<file path="config.mk">
export PLATFORM = sky130hd
export DESIGN_NAME = pors_seq
export DESIGN_NICKNAME = d
export VERILOG_FILES = /design/src/shared/pors_pkg.sv /design/src/verilog/pors_seq.sv
export VERILOG_INCLUDE_DIRS = /design/src /design/src/shared
export SDC_FILE = /design/constraint.sdc
export NUM_CORES = 1
export LEC_CHECK = 0
export BUFFER_PORTS_ARGS = -buffer_cell sky130_fd_sc_hd__buf_2
export CAP_MARGIN = 20
export CELL_PAD_IN_SITES_DETAIL_PLACEMENT = 0
export CELL_PAD_IN_SITES_GLOBAL_PLACEMENT = 2
export CORE_MARGIN = 3
export CORE_UTILIZATION = 45
export DETAILED_ROUTE_END_ITERATION = 7
export PLACE_DENSITY = 0.82
export SLEW_MARGIN = 40
export SYNTH_ARGS = -nofsm -noshare
export SYNTH_HDL_FRONTEND = slang
export SYNTH_SLANG_ARGS = --single-unit
</file>
<file path="constraint.sdc">
create_clock -name clock -period 9.13 [get_ports clock]
set_input_delay 0 -clock clock [delete_from_list [all_inputs] [get_ports clock]]
set_output_delay 0 -clock clock [all_outputs]
set_load 0.02 [all_outputs]
</file>
<file path="src/shared/pors_defines.svh">
// Constants of the power-on reset state logic: offsets, fields, resets.
// *****************************************************************
// *****************************************************************
`ifndef PORS_DEFINES_SVH
`define PORS_DEFINES_SVH
`define PORS_A_PROC_CS 8'h00
`define PORS_A_BUS_CS 8'h01
`define PORS_A_FN_ADDR 8'h02
`define PORS_A_IN_VAL 8'h03
`define PORS_A_OUT_VAL 8'h04
`define PORS_A_ISO_IN_VAL 8'h05
`define PORS_A_ISO_OUT_VAL 8'h06
`define PORS_A_PAIRING 8'h07
`define PORS_A_BAV 8'h08
`define PORS_A_PORT_CFG 8'h09
`define PORS_A_PORT_OE 8'h0A
`define PORS_A_IRQ_EN 8'h0B
`define PORS_A_IRQ_REQ 8'h0C
`define PORS_A_TOGGLE 8'h0D
`define PORS_A_CONFIG 8'h0E
`define PORS_A_ALTSET 8'h0F
`define PORS_A_IN_CS 8'h10
`define PORS_A_OUT_CS 8'h18
`define PORS_A_UNINIT 8'h20
`define PORS_UNINIT_WORDS 17
`define PORS_REV_NUM 4'h1
`define PORS_PROC_CS_RST 4'h3
`define PORS_HOLD_BIT 0
`define PORS_OE_BIT 1
`define PORS_BUS_CS_RST 8'h04
`define PORS_FIRMWARE_OWNS_ENUMERATION_BIT 1
`define PORS_DISC_BIT 2
`define PORS_IN_VAL_RST 8'h57
`define PORS_OUT_VAL_RST 8'h55
`define PORS_ISO_VAL_RST 8'h07
`define PORS_OUT_ARM_VAL 8'h02
`define PORS_ISO_ZERO_BIT 7
`define PORS_AUTOVEC_BIT 0
`define PORS_ZERO8 8'h00
`define PORS_CLK_NS 8
`define PORS_AUX_HALF_NS 21
`define PORS_AUX_HALF_CYC ((`PORS_AUX_HALF_NS / `PORS_CLK_NS) > 0 ? \
  (`PORS_AUX_HALF_NS / `PORS_CLK_NS) : 1)
`endif

</file>
<file path="src/shared/pors_pkg.sv">
// Types of the power-on reset state logic.
package pors_pkg;
  typedef logic [7:0] pors_byte_t;
  // All state of the sequencer that the synchronized reset loads with its defaults.
  typedef struct packed {
    logic hold_reset;
    logic aux_oe;
    pors_byte_t bus_cs;
    pors_byte_t fn_addr;
    pors_byte_t in_val;
    pors_byte_t out_val;
    pors_byte_t iso_in_val;
    pors_byte_t iso_out_val;
    pors_byte_t pairing;
    pors_byte_t bav;
    pors_byte_t port_cfg;
    pors_byte_t port_oe;
    pors_byte_t irq_en;
    pors_byte_t irq_req;
    pors_byte_t toggle;
    pors_byte_t config_val;
    pors_byte_t altset;
    logic [7:0][7:0] in_cs;
    logic [7:0][7:0] out_cs;
    logic aux_stopped;
    pors_byte_t rdata;
  } pors_state_t;
endpackage : pors_pkg

</file>
<file path="src/verilog/pors_seq.sv">
// Power-on reset state logic with its register file and aux clock.
`timescale 1ns/10ps
`default_nettype none
`include "pors_defines.svh"
module pors_seq (
  // Clock and power-on reset.
  input wire logic clock,
  input wire logic rst_b,
  // Device pins.
  input wire logic reset_pin,
  input wire logic wake_request_n,
  output logic aux_clock_output,
  // Core status from the same clock domain.
  input wire logic suspended,
  input wire logic bus_activity,
  input wire logic [7:0] irq_events,
  // Register port.
  input wire logic [7:0] reg_addr,
  input wire logic [7:0] reg_wdata,
  input wire logic reg_wr,
  input wire logic reg_rd,
  input wire logic reg_from_proc,
  output logic [7:0] reg_rdata,
  // Control outputs to the core.
  output logic processor_hold_reset,
  output logic token_nak,
  output logic core_answers_requests,
  output logic disconnect_drive_enable,
  output logic iso_zero_send,
  output logic autovector_enable,
  output logic chip_in_reset
);

  // *****************************************************************
  // Reset synchronizer
  // *****************************************************************

  logic por_async_b;
  logic rst_meta_q;
  logic rst_sync_q;

  // Power loss and the reset pin act alike on the state.
  assign por_async_b = rst_b & ~reset_pin;

  // Assert at once, release two edges after the pin falls.
  always_ff @(posedge clock or negedge por_async_b) begin
    if (!por_async_b) begin
      rst_meta_q <= 1'b0;
      rst_sync_q <= 1'b0;
    end else begin
      rst_meta_q <= 1'b1;
      rst_sync_q <= rst_meta_q;
    end
  end

  assign chip_in_reset = ~rst_sync_q;

  // *****************************************************************
  // Wake pin synchronizer and aux clock divider
  // *****************************************************************

  logic wake_meta_q;
  logic wake_sync_q;
  logic [7:0] div_cnt_q;
  logic aux_phase_q;

  // The wake pin is sampled twice before use.
  always_ff @(posedge clock or negedge rst_b) begin
    if (!rst_b) begin
      wake_meta_q <= 1'b1;
      wake_sync_q <= 1'b1;
    end else begin
      wake_meta_q <= wake_request_n;
      wake_sync_q <= wake_meta_q;
    end
  end

  // The divider only obeys power, never the reset pin.
  always_ff @(posedge clock or negedge rst_b) begin
    if (!rst_b) begin
      div_cnt_q <= 8'h00;
      aux_phase_q <= 1'b0;
    end else if (div_cnt_q == 8'(`PORS_AUX_HALF_CYC - 1)) begin
      div_cnt_q <= 8'h00;
      aux_phase_q <= ~aux_phase_q;
    end else begin
      div_cnt_q <= div_cnt_q + 8'h01;
    end
  end

  // *****************************************************************
  // Register state
  // *****************************************************************

  pors_pkg::pors_state_t s_q;
  pors_pkg::pors_state_t s_d;
  logic [7:0] uninit_mem [0:`PORS_UNINIT_WORDS-1];
  logic wr_uninit;
  logic [7:0] uninit_idx;
  logic aux_run;

  assign uninit_idx = reg_addr - `PORS_A_UNINIT;
  assign wr_uninit = reg_wr && (reg_addr >= `PORS_A_UNINIT) &&
                     (uninit_idx < 8'(`PORS_UNINIT_WORDS));

  // Buffers, byte counts and port data carry no reset at all.
  always_ff @(posedge clock) begin
    if (wr_uninit) begin
      uninit_mem[uninit_idx[4:0]] <= reg_wdata;
    end
  end

  // Next state: register writes, reads, event capture and arming.
  always_comb begin
    logic [2:0] ep;
    ep = reg_addr[2:0];
    s_d = s_q;
    // Hardware events set request bits; the set wins over a clear.
    if (reg_wr && reg_addr == `PORS_A_IRQ_REQ) begin
      s_d.irq_req = (s_q.irq_req & ~reg_wdata) | irq_events;
    end else begin
      s_d.irq_req = s_q.irq_req | irq_events;
    end
    // Suspend stops the aux clock; bus activity or wake restarts it.
    if (bus_activity || !wake_sync_q) begin
      s_d.aux_stopped = 1'b0;
    end else if (suspended) begin
      s_d.aux_stopped = 1'b1;
    end
    if (reg_wr) begin
      if (reg_addr == `PORS_A_PROC_CS) begin
        s_d.hold_reset = reg_wdata[`PORS_HOLD_BIT];
        if (reg_from_proc) begin
          s_d.aux_oe = reg_wdata[`PORS_OE_BIT];
        end
        // Arm every OUT endpoint in the cycle the hold clears.
        if (s_q.hold_reset && !reg_wdata[`PORS_HOLD_BIT]) begin
          for (int i = 0; i < 8; i++) begin
            s_d.out_cs[i] = `PORS_OUT_ARM_VAL;
          end
        end
      end else if (reg_addr == `PORS_A_BUS_CS) begin
        s_d.bus_cs = reg_wdata;
      end else if (reg_addr == `PORS_A_FN_ADDR) begin
        s_d.fn_addr = reg_wdata;
      end else if (reg_addr == `PORS_A_IN_VAL) begin
        s_d.in_val = reg_wdata;
      end else if (reg_addr == `PORS_A_OUT_VAL) begin
        s_d.out_val = reg_wdata;
      end else if (reg_addr == `PORS_A_ISO_IN_VAL) begin
        s_d.iso_in_val = reg_wdata;
      end else if (reg_addr == `PORS_A_ISO_OUT_VAL) begin
        s_d.iso_out_val = reg_wdata;
      end else if (reg_addr == `PORS_A_PAIRING) begin
        s_d.pairing = reg_wdata;
      end else if (reg_addr == `PORS_A_BAV) begin
        s_d.bav = reg_wdata;
      end else if (reg_addr == `PORS_A_PORT_CFG) begin
        s_d.port_cfg = reg_wdata;
      end else if (reg_addr == `PORS_A_PORT_OE) begin
        s_d.port_oe = reg_wdata;
      end else if (reg_addr == `PORS_A_IRQ_EN) begin
        s_d.irq_en = reg_wdata;
      end else if (reg_addr == `PORS_A_TOGGLE) begin
        s_d.toggle = reg_wdata;
      end else if (reg_addr == `PORS_A_CONFIG) begin
        s_d.config_val = reg_wdata;
      end else if (reg_addr == `PORS_A_ALTSET) begin
        s_d.altset = reg_wdata;
      end else if (reg_addr[7:3] == 5'(`PORS_A_IN_CS >> 3)) begin
        s_d.in_cs[ep] = reg_wdata;
      end else if (reg_addr[7:3] == 5'(`PORS_A_OUT_CS >> 3)) begin
        s_d.out_cs[ep] = reg_wdata;
      end
    end
    // Read data stands only in the cycle after the strobe.
    s_d.rdata = `PORS_ZERO8;
    if (reg_rd) begin
      if (reg_addr == `PORS_A_PROC_CS) begin
        s_d.rdata = {`PORS_REV_NUM, 2'b00, s_q.aux_oe, s_q.hold_reset};
      end else if (reg_addr == `PORS_A_BUS_CS) begin
        s_d.rdata = s_q.bus_cs;
      end else if (reg_addr == `PORS_A_FN_ADDR) begin
        s_d.rdata = s_q.fn_addr;
      end else if (reg_addr == `PORS_A_IN_VAL) begin
        s_d.rdata = s_q.in_val;
      end else if (reg_addr == `PORS_A_OUT_VAL) begin
        s_d.rdata = s_q.out_val;
      end else if (reg_addr == `PORS_A_ISO_IN_VAL) begin
        s_d.rdata = s_q.iso_in_val;
      end else if (reg_addr == `PORS_A_ISO_OUT_VAL) begin
        s_d.rdata = s_q.iso_out_val;
      end else if (reg_addr == `PORS_A_PAIRING) begin
        s_d.rdata = s_q.pairing;
      end else if (reg_addr == `PORS_A_BAV) begin
        s_d.rdata = s_q.bav;
      end else if (reg_addr == `PORS_A_PORT_CFG) begin
        s_d.rdata = s_q.port_cfg;
      end else if (reg_addr == `PORS_A_PORT_OE) begin
        s_d.rdata = s_q.port_oe;
      end else if (reg_addr == `PORS_A_IRQ_EN) begin
        s_d.rdata = s_q.irq_en;
      end else if (reg_addr == `PORS_A_IRQ_REQ) begin
        s_d.rdata = s_q.irq_req;
      end else if (reg_addr == `PORS_A_TOGGLE) begin
        s_d.rdata = s_q.toggle;
      end else if (reg_addr == `PORS_A_CONFIG) begin
        s_d.rdata = s_q.config_val;
      end else if (reg_addr == `PORS_A_ALTSET) begin
        s_d.rdata = s_q.altset;
      end else if (reg_addr[7:3] == 5'(`PORS_A_IN_CS >> 3)) begin
        s_d.rdata = s_q.in_cs[ep];
      end else if (reg_addr[7:3] == 5'(`PORS_A_OUT_CS >> 3)) begin
        s_d.rdata = s_q.out_cs[ep];
      end else if (reg_addr >= `PORS_A_UNINIT &&
                   uninit_idx < 8'(`PORS_UNINIT_WORDS)) begin
        s_d.rdata = uninit_mem[uninit_idx[4:0]];
      end
    end
  end

  // Every resettable value is loaded from its power-on default.
  always_ff @(posedge clock or negedge rst_sync_q) begin
    if (!rst_sync_q) begin
      s_q.hold_reset <= 1'b1;
      s_q.aux_oe <= 1'b1;
      s_q.bus_cs <= `PORS_BUS_CS_RST;
      s_q.fn_addr <= `PORS_ZERO8;
      s_q.in_val <= `PORS_IN_VAL_RST;
      s_q.out_val <= `PORS_OUT_VAL_RST;
      s_q.iso_in_val <= `PORS_ISO_VAL_RST;
      s_q.iso_out_val <= `PORS_ISO_VAL_RST;
      s_q.pairing <= `PORS_ZERO8;
      s_q.bav <= `PORS_ZERO8;
      s_q.port_cfg <= `PORS_ZERO8;
      s_q.port_oe <= `PORS_ZERO8;
      s_q.irq_en <= `PORS_ZERO8;
      s_q.irq_req <= `PORS_ZERO8;
      s_q.toggle <= `PORS_ZERO8;
      s_q.config_val <= `PORS_ZERO8;
      s_q.altset <= `PORS_ZERO8;
      s_q.in_cs <= '0;
      s_q.out_cs <= '0;
      s_q.aux_stopped <= 1'b0;
      s_q.rdata <= `PORS_ZERO8;
    end else begin
      s_q <= s_d;
    end
  end

  // *****************************************************************
  // Outputs
  // *****************************************************************

  // The aux clock runs in reset; later it obeys enable and suspend.
  assign aux_run = chip_in_reset |
                   (s_q.aux_oe & ~s_q.aux_stopped);
  assign aux_clock_output = aux_phase_q & aux_run;

  assign reg_rdata = s_q.rdata;
  assign processor_hold_reset = s_q.hold_reset;
  // Tokens are refused while the processor is held.
  assign token_nak = s_q.hold_reset;
  assign core_answers_requests =
    ~s_q.bus_cs[`PORS_FIRMWARE_OWNS_ENUMERATION_BIT];
  assign disconnect_drive_enable = s_q.bus_cs[`PORS_DISC_BIT];
  assign iso_zero_send = s_q.pairing[`PORS_ISO_ZERO_BIT];
  assign autovector_enable = s_q.bav[`PORS_AUTOVEC_BIT];
endmodule : pors_seq
`default_nettype wire

</file>
==> results of run 1 <==
critical path: cells and delay by family:
family / cells / cell delay, ps
buffers and inverters: 2 / 1450
AND/OR/NAND/NOR: 2 / 1480
multiplexers: 1 / 450
timing repair:
item,4_1_cts,5_1_grt
endpoints found under the hold margin,168,0
hold buffers,28,0
resized for setup,0,0
flip-flops by register name, indices dropped and copies added, names as in the netlist:
register	flops
uninit_mem	136
wake_meta_q	1
iso_zero_send	1
processor_hold_reset	1
autovector_enable	1
rst_meta_q	1
reg_rdata	8
rst_sync_q	1
disconnect_drive_enable	1
s_q	247
wake_sync_q	1
div_cnt_q	8
aux_phase_q	1
cell type report:
cell class | count | area (µm²) | share of cell area (%)
sequential | 408 | 10920 | 51.92
multi-input combinational | 880 | 7273 | 34.58
clock buffer | 56 | 1217 | 5.788
timing repair buffer | 93 | 701.9 | 3.337
tap | 532 | 665.6 | 3.165
clock inverter | 21 | 195.2 | 0.9280
inverter | 16 | 60.06 | 0.2855
worst max-delay path by stage:
stage | start | depth (start not counted) | endpoint | slack (ps)
after floorplan | rst_sync_q | 0 | autovector_enable | 1310
after global placement | reg_addr[0] | 8 | reg_rdata[2] | 5480
after detailed placement | reg_addr[0] | 8 | reg_rdata[2] | 5490
after CTS | reg_addr[0] | 8 | reg_rdata[2] | 6080
after global routing | reg_addr[0] | 9 | reg_rdata[3] | 6030
final | reg_addr[3] | 5 | s_q[143] | 6180
synthesized netlist by cell type, drive strengths merged (10+ instances only):
cell      n
a211oi   12
a21o     10
a21oi    25
a22o     13
a22oi    14
buf      61
clkbuf   38
dfrtp   252
dfstp    20
edfxtp  136
inv      15
mux2    193
mux2i    44
mux4     56
nand2   156
nand3    72
nor2     58
nor2b    11
nor3     14
o21ai    56
o22ai    23
kinds of logic (layout without fill, tap and decap cells):
kind of cell	Yosys count	after routing	synth area share, %
AO/OA/AOI/OAI	221	221	8.126
AND/OR/NAND/NOR	353	353	9.196
other	1	1	0.02004
adder cells (fa/ha/maj)	4	4	0.2675
buffers and inverters	115	186	2.963
multiplexers	293	293	20.71
flip-flops	408	408	58.34
XOR/XNOR	8	8	0.3745
layer usage:
metal  vias to the layer above  routed length, µm  track usage [%]
met5                         -                  0                0
met4                         0               2086            9.607
met3                        99               3403            4.290
met2                       455              24690            37.80
met1                      6347              23640            35.36
li1                       5338                  -                -
power by group:
group / switching (mW) / leakage (nW) / internal [mW]
Combinational: 0.195 / 3.35 / 0.117
Clock: 0.735 / 0.691 / 1.03
Sequential: 0.0343 / 4.86 / 1.95
metrics by stage:
| step | worst slack (ps) | std cells |
|---|---|---|
| final | 6182 | 2006 |
| after floorplan | 1314 | 1403 |
| after detailed placement | 5487 | 1900 |
| after CTS | 6076 | 2005 |
| after global placement | 5478 | 1900 |
| after global routing | 6031 | 2006 |
==> metrics.csv, run 1 <==
metric;value;unit
clock tree root driver cell;sky130_fd_sc_hd__clkbuf_16;
number of I/O pins;49;
number of cell rows;74;
share of cells above drive strength 1;30.19;%
Die W;209.9;µm
synthesis-to-layout area growth;12.42;%
maximum frequency from static timing analysis;339.2;MHz
crit path max fanout;28;
Synth cell types;78;
final slew viol count;0;
launching element type of the critical path;input pin;
share of synthesized registers carrying an async set or reset;66.67;%
worst r2r path cells;6;
slew at the pin with the worst max-slew slack;885.7;ps
remaining antenna violation count after routing;0;
clock skew after layout;17.98;ps
final core utilization;51.39;%
total power draw;4.058;mW
die outline height;209.9;µm
Yosys warnings;0;
Max stage delay on crit path;910;ps
TritonCTS clock tree;done;
tightest slew margin relative to the limit;40.69;%
flip-flop cell with the highest count after synthesis;sky130_fd_sc_hd__dfrtp_1;
count of vias placed by the detailed router;12240;
endpoint type of the worst setup path;register;
summed area of non-filler cells in the final layout;21030;µm²
most area-hungry cell type in the Yosys netlist;sky130_fd_sc_hd__dfrtp_1;
total track usage;24.64;%
Pleak;8.901;nW
setup tns final;0;ps
endpoint of the worst register-to-register path;reg_rdata[2];
initial antenna violation count;1;
fill count;3550;
Port Buffer Count;48;
most used cells in the layout excluding fill and tap cells;251 x sky130_fd_sc_hd__dfrtp_1, 193 x sky130_fd_sc_hd__mux2_2, 150 x sky130_fd_sc_hd__nand2_1;
H-tree level count;2;
Worst Hold Class;in -> reg;
clock sinks;408;
final RePlAce weighted congestion;0.8679;
fraction of the cycle the final worst path needs;32.29;%
final setup vio count;0;
post-synthesis cell count;1403;
DRC violation count after routing;0;
Peak VDD IR;0.1633;mV
required time reported for the critical path endpoint;9580;ps
number of buffers on the longest clock path;3;
proportion of synthesized chip area in sequential cells;58.34;%
ordered list of cells on the worst path;buf_2 > clkinv_1 > nor2_2 > nand4_1 > mux2_2;
Worst Path Class, Setup;in -> reg;
post-route worst hold slack;60.79;ps
Hold Path Origin;reg_wdata[6];
starting density of the core;45.72;%
wire length per cell;26.83;µm
global-route wire length before repair;81360;µm
critical path arrival;3400;ps
Post-layout nets;1480;
most frequent standard cell in the layout excluding fill and tap cells;sky130_fd_sc_hd__dfrtp_1;
worst-path cell with the longest stage delay;sky130_fd_sc_hd__nor2_2;
number of max-cap violations;0;
Net Count, Synth;1440;
die area;44060;µm²
number of buffers created by CTS;44;
largest net degree at the start of global routing;77;
DP Wirelength;33740;µm
leading post-synthesis cells by cell area;sky130_fd_sc_hd__dfrtp_1 34%, sky130_fd_sc_hd__edfxtp_1 22%, sky130_fd_sc_hd__mux2_2 12%, sky130_fd_sc_hd__mux4_2 6.7%, sky130_fd_sc_hd__nand2_1 3.0%;
Ant. Diodes;0;
average cell area after synthesis;13.34;µm²
Final Hold Violating Endpoints;0;
total power divided by cell area;193.0;nW/µm²
number of DRC violations after detailed-routing iteration 0;1171;
outcome;completed;
via count of the first global-routing pass;12390;
average vias per placed instance;6.101;
number of flops mapped to enable cells by yosys;136;
final global-route overflow total;0;
unrepaired setup endpoints after global routing;no;
DR pass1 iterations;5;
Placed Instance Area;19290;µm²
number of cells traversed by the worst hold path;4;
end point of the most critical hold path;s_q[63];
post-synthesis register bit count;408;
buffer count from post-CTS setup fixing;0;
CTS clk-pin slew, worst paths;60;ps
area share of the largest cell type after synthesis;33.71;%
Worst R2R Setup Slack;6640;ps
minimum clock period after layout;2948;ps
clk_lat worst skew;580;ps
core box area;40920;µm²
R2R Path Start;uninit_mem[13][2];
cell area after synthesis;18710;µm²
aggregate routed wire length;53820;µm
Power figures use the tool's default switching activity.
==> run 2, diff against run 1 <==
ABC_AREA = 1   (was not set)
CORE_UTILIZATION = 41   (was 45)
clock period = 2.78 ns   (was 9.13 ns; I/O delays follow)
==> run 2 against run 1 <==
Against the previous run: register-to-register slack worse by 6200 ps; clock skew is 3.3 ps lower; critical endpoint is now reg_rdata[2]; worst hold slack improved by 13 ps.
==> metrics.csv, run 2 <==
metric;value;unit;change
outcome;completed;;unchanged
CTS clk-pin slew, worst paths;60;ps;about the same
switching fraction of total power;23.95;%;was 23.78%
Port Buffer Count;48;;unchanged
endpoint type of the worst setup path;register;;unchanged
total track usage;23.70;%;was 24.64%
TritonCTS clock tree;done;;unchanged
Yosys warnings;0;;unchanged
area share of the largest cell type after synthesis;35.44;%;was 33.71%
number of I/O pins;49;;unchanged
DP Wirelength;36270;µm;was 33,740 µm
average cell area after synthesis;9.799;µm²;was 13.34 µm²
Biggest register;s_q;;unchanged
DRC violation count after routing;0;;unchanged
R2R Path Start;uninit_mem[7][3];;was uninit_mem[13][2]
aggregate routed wire length;54410;µm;was 53,820 µm
clock tree root driver cell;sky130_fd_sc_hd__clkbuf_16;;unchanged
final core utilization;49.61;%;was 51.39%
starting density of the core;41.95;%;was 45.72%
Die W;214.3;µm;was 209.9 µm
final RePlAce weighted congestion;0.8682;;was 0.8679
Ant. Diodes;0;;unchanged
number of buffers created by CTS;45;;was 44
endpoint of the worst register-to-register path;reg_rdata[3];;was reg_rdata[2]
combinational share of power;7.4;%;was 7.7%
post-synthesis cell count;1816;;was 1,403
final setup vio count;0;;unchanged
remaining antenna violation count after routing;0;;unchanged
clock skew after layout;14.65;ps;was 17.98 ps
number of cell rows;75;;was 74
cell area after synthesis;17790;µm²;was 18,710 µm²
clk_lat worst skew;580;ps;about the same
setup tns final;0;ps;unchanged
global-route wire length before repair;84150;µm;was 81,360 µm
total power divided by cell area;652.0;nW/µm²;was 193.0 nW/µm²
post-route worst hold slack;74.01;ps;was 60.79 ps
maximum frequency from static timing analysis;389.6;MHz;
number of buffers on the longest clock path;3;;unchanged
share of cells above drive strength 1;16.54;%;was 30.19%
number of max-cap violations;0;;unchanged
post-synthesis register bit count;408;;unchanged
number of flops mapped to enable cells by yosys;136;;unchanged
launching element type of the critical path;input pin;;unchanged
crit path max fanout;4;;was 28
core box area;42420;µm²;was 40,920 µm²
Pleak;9.077;nW;was 8.901 nW
largest net degree at the start of global routing;90;;was 77
clock share of power;44.9;%;was 43.4%
fraction of the cycle the final worst path needs;92.33;%;
average vias per placed instance;5.353;;was 6.101
leading post-synthesis cells by cell area;sky130_fd_sc_hd__dfrtp_1 35%, sky130_fd_sc_hd__edfxtp_1 23%, sky130_fd_sc_hd__nand2_1 9.3%, sky130_fd_sc_hd__o21ai_0 6.9%, sky130_fd_sc_hd__o22ai_1 4.2%;;was sky130_fd_sc_hd__dfrtp_1 34%, sky130_fd_sc_hd__edfxtp_1 22%, sky130_fd_sc_hd__mux2_2 12%, sky130_fd_sc_hd__mux4_2 6.7%, sky130_fd_sc_hd__nand2_1 3.0%
minimum clock period after layout;2567;ps;
synthesis-to-layout area growth;18.25;%;was 12.42%
internal power component;10.43;mW;was 3.093 mW
Peak VDD IR;0.5594;mV;was 0.1633 mV
tightest slew margin relative to the limit;44.42;%;was 40.69%
Worst R2R Setup Slack;420;ps;was 6640 ps
critical path arrival;3020;ps;was 3400 ps
share of synthesized registers carrying an async set or reset;66.67;%;unchanged
Worst Hold Class;in -> reg;;unchanged
start point of the critical path;reg_addr[5];;was reg_addr[3]
summed area of non-filler cells in the final layout;21040;µm²;was 21,030 µm²
most repeated cell in the gate-level netlist after synthesis;sky130_fd_sc_hd__nand2_1;;was sky130_fd_sc_hd__dfrtp_1
net switching power figure;3.286;mW;was 0.9650 mW
Placed Instance Area;19180;µm²;was 19,290 µm²
proportion of synthesized chip area in sequential cells;61.34;%;was 58.34%
most used cells in the layout excluding fill and tap cells;440 x sky130_fd_sc_hd__nand2_1, 251 x sky130_fd_sc_hd__dfrtp_1, 246 x sky130_fd_sc_hd__o21ai_0;;was 251 x sky130_fd_sc_hd__dfrtp_1, 193 x sky130_fd_sc_hd__mux2_2, 150 x sky130_fd_sc_hd__nand2_1
flip-flop cell with the highest count after synthesis;sky130_fd_sc_hd__dfrtp_1;;unchanged
Synth cell types;53;;was 78
share of total power in sequential cells;47.7;%;was 48.9%
final slew viol count;0;;unchanged
count of vias placed by the detailed router;13740;;was 12,240
most frequent standard cell in the layout excluding fill and tap cells;sky130_fd_sc_hd__nand2_1;;was sky130_fd_sc_hd__dfrtp_1
clock sinks;408;;unchanged
worst r2r path cells;16;;was 6
number of DRC violations after detailed-routing iteration 0;1261;;was 1,171
DR pass1 iterations;5;;unchanged
Hold Path Origin;reg_addr[6];;was reg_wdata[6]
Post-layout nets;1990;;was 1,480
flip-flop count of the largest register, all copies and words added;247;;unchanged
H-tree level count;2;;unchanged
unrepaired setup endpoints after global routing;no;;unchanged
required time reported for the critical path endpoint;3240;ps;was 9580 ps
cell types with the highest counts after synthesis;441 x sky130_fd_sc_hd__nand2_1, 252 x sky130_fd_sc_hd__dfrtp_1, 246 x sky130_fd_sc_hd__o21ai_0;;was 252 x sky130_fd_sc_hd__dfrtp_1, 193 x sky130_fd_sc_hd__mux2_2, 151 x sky130_fd_sc_hd__nand2_1
CP endpoint;reg_rdata[2];;was s_q[143]
Final Hold Violating Endpoints;0;;unchanged
die area;45940;µm²;was 44,060 µm²
Worst Path Class, Setup;in -> reg;;unchanged
initial antenna violation count;0;;was 1
most area-hungry cell type in the Yosys netlist;sky130_fd_sc_hd__dfrtp_1;;unchanged
Net Count, Synth;1853;;was 1,440
buffer count from post-CTS setup fixing;0;;unchanged
final global-route overflow total;0;;unchanged
die outline height;214.3;µm;was 209.9 µm
via count of the first global-routing pass;13690;;was 12,390
slew at the pin with the worst max-slew slack;832.8;ps;was 885.7 ps
wire length per cell;21.20;µm;was 26.83 µm
run 2: cell types whose count changed after synthesis, sizes merged, moves of 56 or more:
cell   change
o22ai     +96
mux2     -193
mux4      -56
inv      +131
o21ai    +219
nand2    +294
run 2: power by group through the flow:
stage,clock network [mW],registers (mW),logic (mW)
finish,6.17,6.54,1.01
global route,6.53,6.56,1.13
CTS,6.30,6.54,1.02
detailed placement,0,6.65,0.986
global placement,0,6.64,0.974
floorplan,0,6.67,0.523
run 2: layout make-up:
cell class,instances,area (µm²)
Clock inverter,20,229.0
Timing Repair Buffer,193,1569
Tap cell,577,721.9
Multi-Input combinational cell,1158,5736
Clock buffer,63,1304
Sequential cell,408,10920
Fill cell,4042,21370
Inverter,147,563.0
run 2: critical path, stage by stage:
cell	delay [ps]
sky130_fd_sc_hd__dlygate4sd3_1	530
sky130_fd_sc_hd__buf_2	150
sky130_fd_sc_hd__inv_1	80
sky130_fd_sc_hd__ha_1	160
sky130_fd_sc_hd__nand3_2	150
sky130_fd_sc_hd__nor2_2	160
sky130_fd_sc_hd__inv_1	150
sky130_fd_sc_hd__buf_4	170
sky130_fd_sc_hd__a21oi_1	110
sky130_fd_sc_hd__o31ai_1	100
sky130_fd_sc_hd__buf_4	150
sky130_fd_sc_hd__nand2_1	130
sky130_fd_sc_hd__nand4_1	150
sky130_fd_sc_hd__o21ai_1	120
sky130_fd_sc_hd__nand2_1	110
sky130_fd_sc_hd__nand2_1	100
sky130_fd_sc_hd__nand2_1	60
sky130_fd_sc_hd__nand2_1	80
sky130_fd_sc_hd__nand2_1	50
sky130_fd_sc_hd__nand2_1	100
sky130_fd_sc_hd__nand2_1	60
sky130_fd_sc_hd__nand2_1	80
sky130_fd_sc_hd__a21oi_1	60
run 2: stage by stage:
stage                     total power [mW]  std cells  setup WS, ps
after floorplan                      7.194       1816        -295.8
after global placement               7.619       2452        -220.2
after detailed placement             7.635       2452        -208.3
after CTS                            13.85       2566         94.86
after global routing                 14.22       2566         23.51
final                                13.72       2566         213.3
run 2: repair_timing:
action / in CTS / in global routing
endpoints found under the setup margin: 0 / 3
endpoints found under the hold margin: 172 / 0
gates resized for setup: 0 / 5
hold buffers: 31 / 0
run 2: cells by family (layout without fill, tap and decap cells):
logic type,count (synthesis),after routing,share of synthesized area (%)
XOR/XNOR,4,4,0.1969
flip-flops,408,408,61.34
AO/OA/AOI/OAI,491,491,15.64
adder cells (fa/ha/maj),4,4,0.2813
buffers and inverters,250,423,6.525
AND/OR/NAND/NOR,658,658,16.00
other,1,1,0.02107
run 2: worst min-delay path by stage:
stage               cells past startpoint           to  slack, ps
global route                            2  wake_meta_q         80
global placement                        1  aux_phase_q       -110
finish                                  6      s_q[10]         70
floorplan                               0  aux_phase_q       -300
detailed placement                      1  aux_phase_q       -110
CTS                                     6      s_q[10]         50
run 2: per-layer routing:
layer | part of all wire [%] | GRT usage (%) | routed length [µm]
met2 | 46 | 36.89 | 24760
met5 | 0 | 0 | 0
met1 | 46 | 34.84 | 25090
met3 | 6.2 | 3.528 | 3369
met4 | 2.2 | 6.409 | 1195
==> run 3, diff against run 2 <==
PLACE_DENSITY = not set   (was 0.82)
PLACE_DENSITY_LB_ADDON = 0.1   (was not set)
==> run 3 against run 2 <==
Against the previous run: total power is 1.8% lower; register-to-register slack worse by 150 ps; sequential share of layout area increased by 0.34 points; critical endpoint is now reg_rdata[3]; largest power group unchanged.
==> metrics.csv, run 3 (synthesized netlist as in run 2, its figures left out) <==
metric;value;unit;change
post-route worst hold slack;75.54;ps;was 74.01 ps
minimum clock period after layout;2536;ps;was 2567 ps
outcome;completed;;unchanged
Port Buffer Count;48;;unchanged
clock share of power;43.8;%;was 44.9%
Place WS;-56.81;ps;was -208.3 ps
DP Wirelength;37660;µm;was 36,270 µm
Hold Path Origin;wake_request_n;;was reg_addr[6]
Pleak;9.013;nW;was 9.077 nW
critical path arrival;2980;ps;was 3020 ps
maximum frequency from static timing analysis;394.4;MHz;was 389.6 MHz
worst r2r path cells;24;;was 16
fraction of the cycle the final worst path needs;91.21;%;was 92.33%
wire length per cell;21.49;µm;was 21.20 µm
number of buffers on the longest clock path;3;;unchanged
count of vias placed by the detailed router;13580;;was 13,740
DR pass1 iterations;6;;was 5
launching element type of the critical path;input pin;;unchanged
Peak VDD IR;0.4269;mV;was 0.5594 mV
final core utilization;49.28;%;was 49.61%
number of buffers created by CTS;46;;was 45
end point of the most critical hold path;wake_meta_q;;was s_q[10]
number of I/O pins;49;;unchanged
clk_lat worst skew;580;ps;about the same
Post-layout nets;1990;;unchanged
share of total power in sequential cells;48.6;%;was 47.7%
aggregate routed wire length;55160;µm;was 54,410 µm
final slew viol count;0;;unchanged
clock skew after layout;19.36;ps;was 14.65 ps
total power divided by cell area;644.2;nW/µm²;was 652.0 nW/µm²
TritonCTS clock tree;done;;unchanged
flip-flop count of the largest register, all copies and words added;247;;unchanged
CTS clk-pin slew, worst paths;50;ps;was 60 ps
combinational share of power;7.6;%;was 7.4%
most frequent standard cell in the layout excluding fill and tap cells;sky130_fd_sc_hd__nand2_1;;unchanged
Worst Path Class, Setup;in -> reg;;unchanged
number of cell rows;75;;unchanged
Crit path max-delay family;buffers and inverters;;unchanged
worst-path cell with the longest stage delay;sky130_fd_sc_hd__dlygate4sd3_1;;unchanged
R2R Path Start;uninit_mem[7][5];;was uninit_mem[7][3]
final RePlAce weighted congestion;0.8926;;was 0.8682
summed area of non-filler cells in the final layout;20900;µm²;was 21,040 µm²
via count of the first global-routing pass;13600;;was 13,690
net switching power figure;3.260;mW;was 3.286 mW
tightest slew margin relative to the limit;48.92;%;was 44.42%
total track usage;24.09;%;was 23.70%
Max stage delay on crit path;520;ps;was 530 ps
DRC violation count after routing;0;;unchanged
number of max-cap violations;0;;unchanged
setup ws final;244.5;ps;was 213.3 ps
endpoint type of the worst setup path;register;;unchanged
most used cells in the layout excluding fill and tap cells;440 x sky130_fd_sc_hd__nand2_1, 251 x sky130_fd_sc_hd__dfrtp_1, 246 x sky130_fd_sc_hd__o21ai_0;;unchanged
total power draw;13.47;mW;was 13.72 mW
fill count;4049;;was 4,042
final global-route overflow total;0;;unchanged
Biggest register;s_q;;unchanged
ordered list of cells on the worst path;dlygate4sd3_1 > buf_2 > inv_1 > ha_1 > nand3_1 > nor2_1 > buf_4 > inv_1 > buf_4 > nand2_1 > o22ai_1 > nand2_1 > nand2_1 > nand2_1 > nand2_1 > nand3_1 > nand2_1 > nand2_1 > nand2_1 > nand2_1 > nand2_1 > a21oi_1;;was dlygate4sd3_1 > buf_2 > inv_1 > ha_1 > nand3_2 > nor2_2 > inv_1 > buf_4 > a21oi_1 > o31ai_1 > buf_4 > nand2_1 > nand4_1 > o21ai_1 > nand2_1 > nand2_1 > nand2_1 > nand2_1 > nand2_1 > nand2_1 > nand2_1 > nand2_1 > a21oi_1
required time reported for the critical path endpoint;3230;ps;was 3240 ps
number of cells traversed by the worst hold path;2;;was 6
number of cells in the finished layout apart from fillers;2567;;was 2,566
final setup vio count;0;;unchanged
Placed Instance Area;19120;µm²;was 19,180 µm²
most used cell, CP;sky130_fd_sc_hd__nand2_1;;unchanged
switching fraction of total power;24.21;%;was 23.95%
remaining antenna violation count after routing;0;;unchanged
synthesis-to-layout area growth;17.47;%;was 18.25%
core box area;42420;µm²;unchanged
slew at the pin with the worst max-slew slack;765.3;ps;was 832.8 ps
setup tns final;0;ps;unchanged
crit path max fanout;5;;was 4
internal power component;10.21;mW;was 10.43 mW
share of cells above drive strength 1;16.13;%;was 16.54%
average vias per placed instance;5.288;;was 5.353
Placed Instances;2451;;was 2,452
Worst R2R Setup Slack;270;ps;was 420 ps
largest net degree at the start of global routing;82;;was 90
clock sinks;408;;unchanged
Worst Path Buf+Inv;6;;unchanged
Final Hold Violating Endpoints;0;;unchanged
die outline height;214.3;µm;unchanged
clock tree root driver cell;sky130_fd_sc_hd__clkbuf_16;;unchanged
buffer count from post-CTS setup fixing;0;;unchanged
number of DRC violations after detailed-routing iteration 0;1113;;was 1,261
starting density of the core;41.95;%;unchanged
endpoint of the worst register-to-register path;reg_rdata[5];;was reg_rdata[3]
global-route wire length before repair;85080;µm;was 84,150 µm
initial antenna violation count;0;;unchanged
die area;45940;µm²;unchanged
unrepaired setup endpoints after global routing;no;;unchanged
Ant. Diodes;0;;unchanged
Die W;214.3;µm;unchanged
H-tree level count;2;;unchanged
Worst Hold Class;in -> reg;;unchanged
-- run 3: cell types whose count changed in the layout (fill, tap and decap cells not counted), moves of 3 or more --
cell	delta
sky130_fd_sc_hd__buf_12	-4
sky130_fd_sc_hd__inv_1	-5
sky130_fd_sc_hd__clkbuf_1	+10
sky130_fd_sc_hd__clkinvlp_4	-3
sky130_fd_sc_hd__buf_4	+3
sky130_fd_sc_hd__clkbuf_8	-6
sky130_fd_sc_hd__inv_2	+5
sky130_fd_sc_hd__clkinv_1	+3
-- run 3: worst max path at each step --
stage | slack [ps] | from | to | cells after the start
5_1_grt | 2 | reg_addr[5] | reg_rdata[2] | 22
4_1_cts | 90 | reg_addr[5] | reg_rdata[3] | 23
2_1_floorplan | -300 | rst_sync_q | aux_clock_output | 2
3_3_place_gp | -50 | reg_addr[0] | reg_rdata[3] | 21
6_report | 240 | reg_addr[5] | reg_rdata[3] | 22
3_5_place_dp | -60 | reg_addr[0] | reg_rdata[3] | 21
-- run 3: what timing repair did --
item                                    4_1_cts  5_1_grt
hold endpoints to repair                    180        0
endpoints found under the setup margin        0        2
hold buffers                                 31        0
gates resized for setup                       0        4
-- run 3: layout make-up --
cell class	count	area [µm²]	share of cell area (%)
well taps	577	721.9	3.454
flip-flops and latches	408	10920	52.24
clock buffers	69	1309	6.261
inverters	147	563.0	2.693
repair buffers	192	1511	7.231
multi-input cells	1158	5731	27.41
clock inverters	16	148.9	0.7123
-- run 3: power by group through the flow --
stage,logic (mW),clock network (mW),registers (mW)
floorplan,0.523,0,6.67
global placement,0.983,0,6.65
detailed placement,0.994,0,6.65
CTS,1.03,6.04,6.54
global route,1.13,6.29,6.56
finish,1.02,5.90,6.54
-- run 3: layer usage --
metal / up-vias / wire [µm] / global-route usage, %
met3: 69 / 2691 / 3.273
met5: - / 0 / 0
li1: 6479 / - / -
met1: 6666 / 26250 / 35.45
met4: 0 / 1125 / 5.456
met2: 361 / 25090 / 38.25
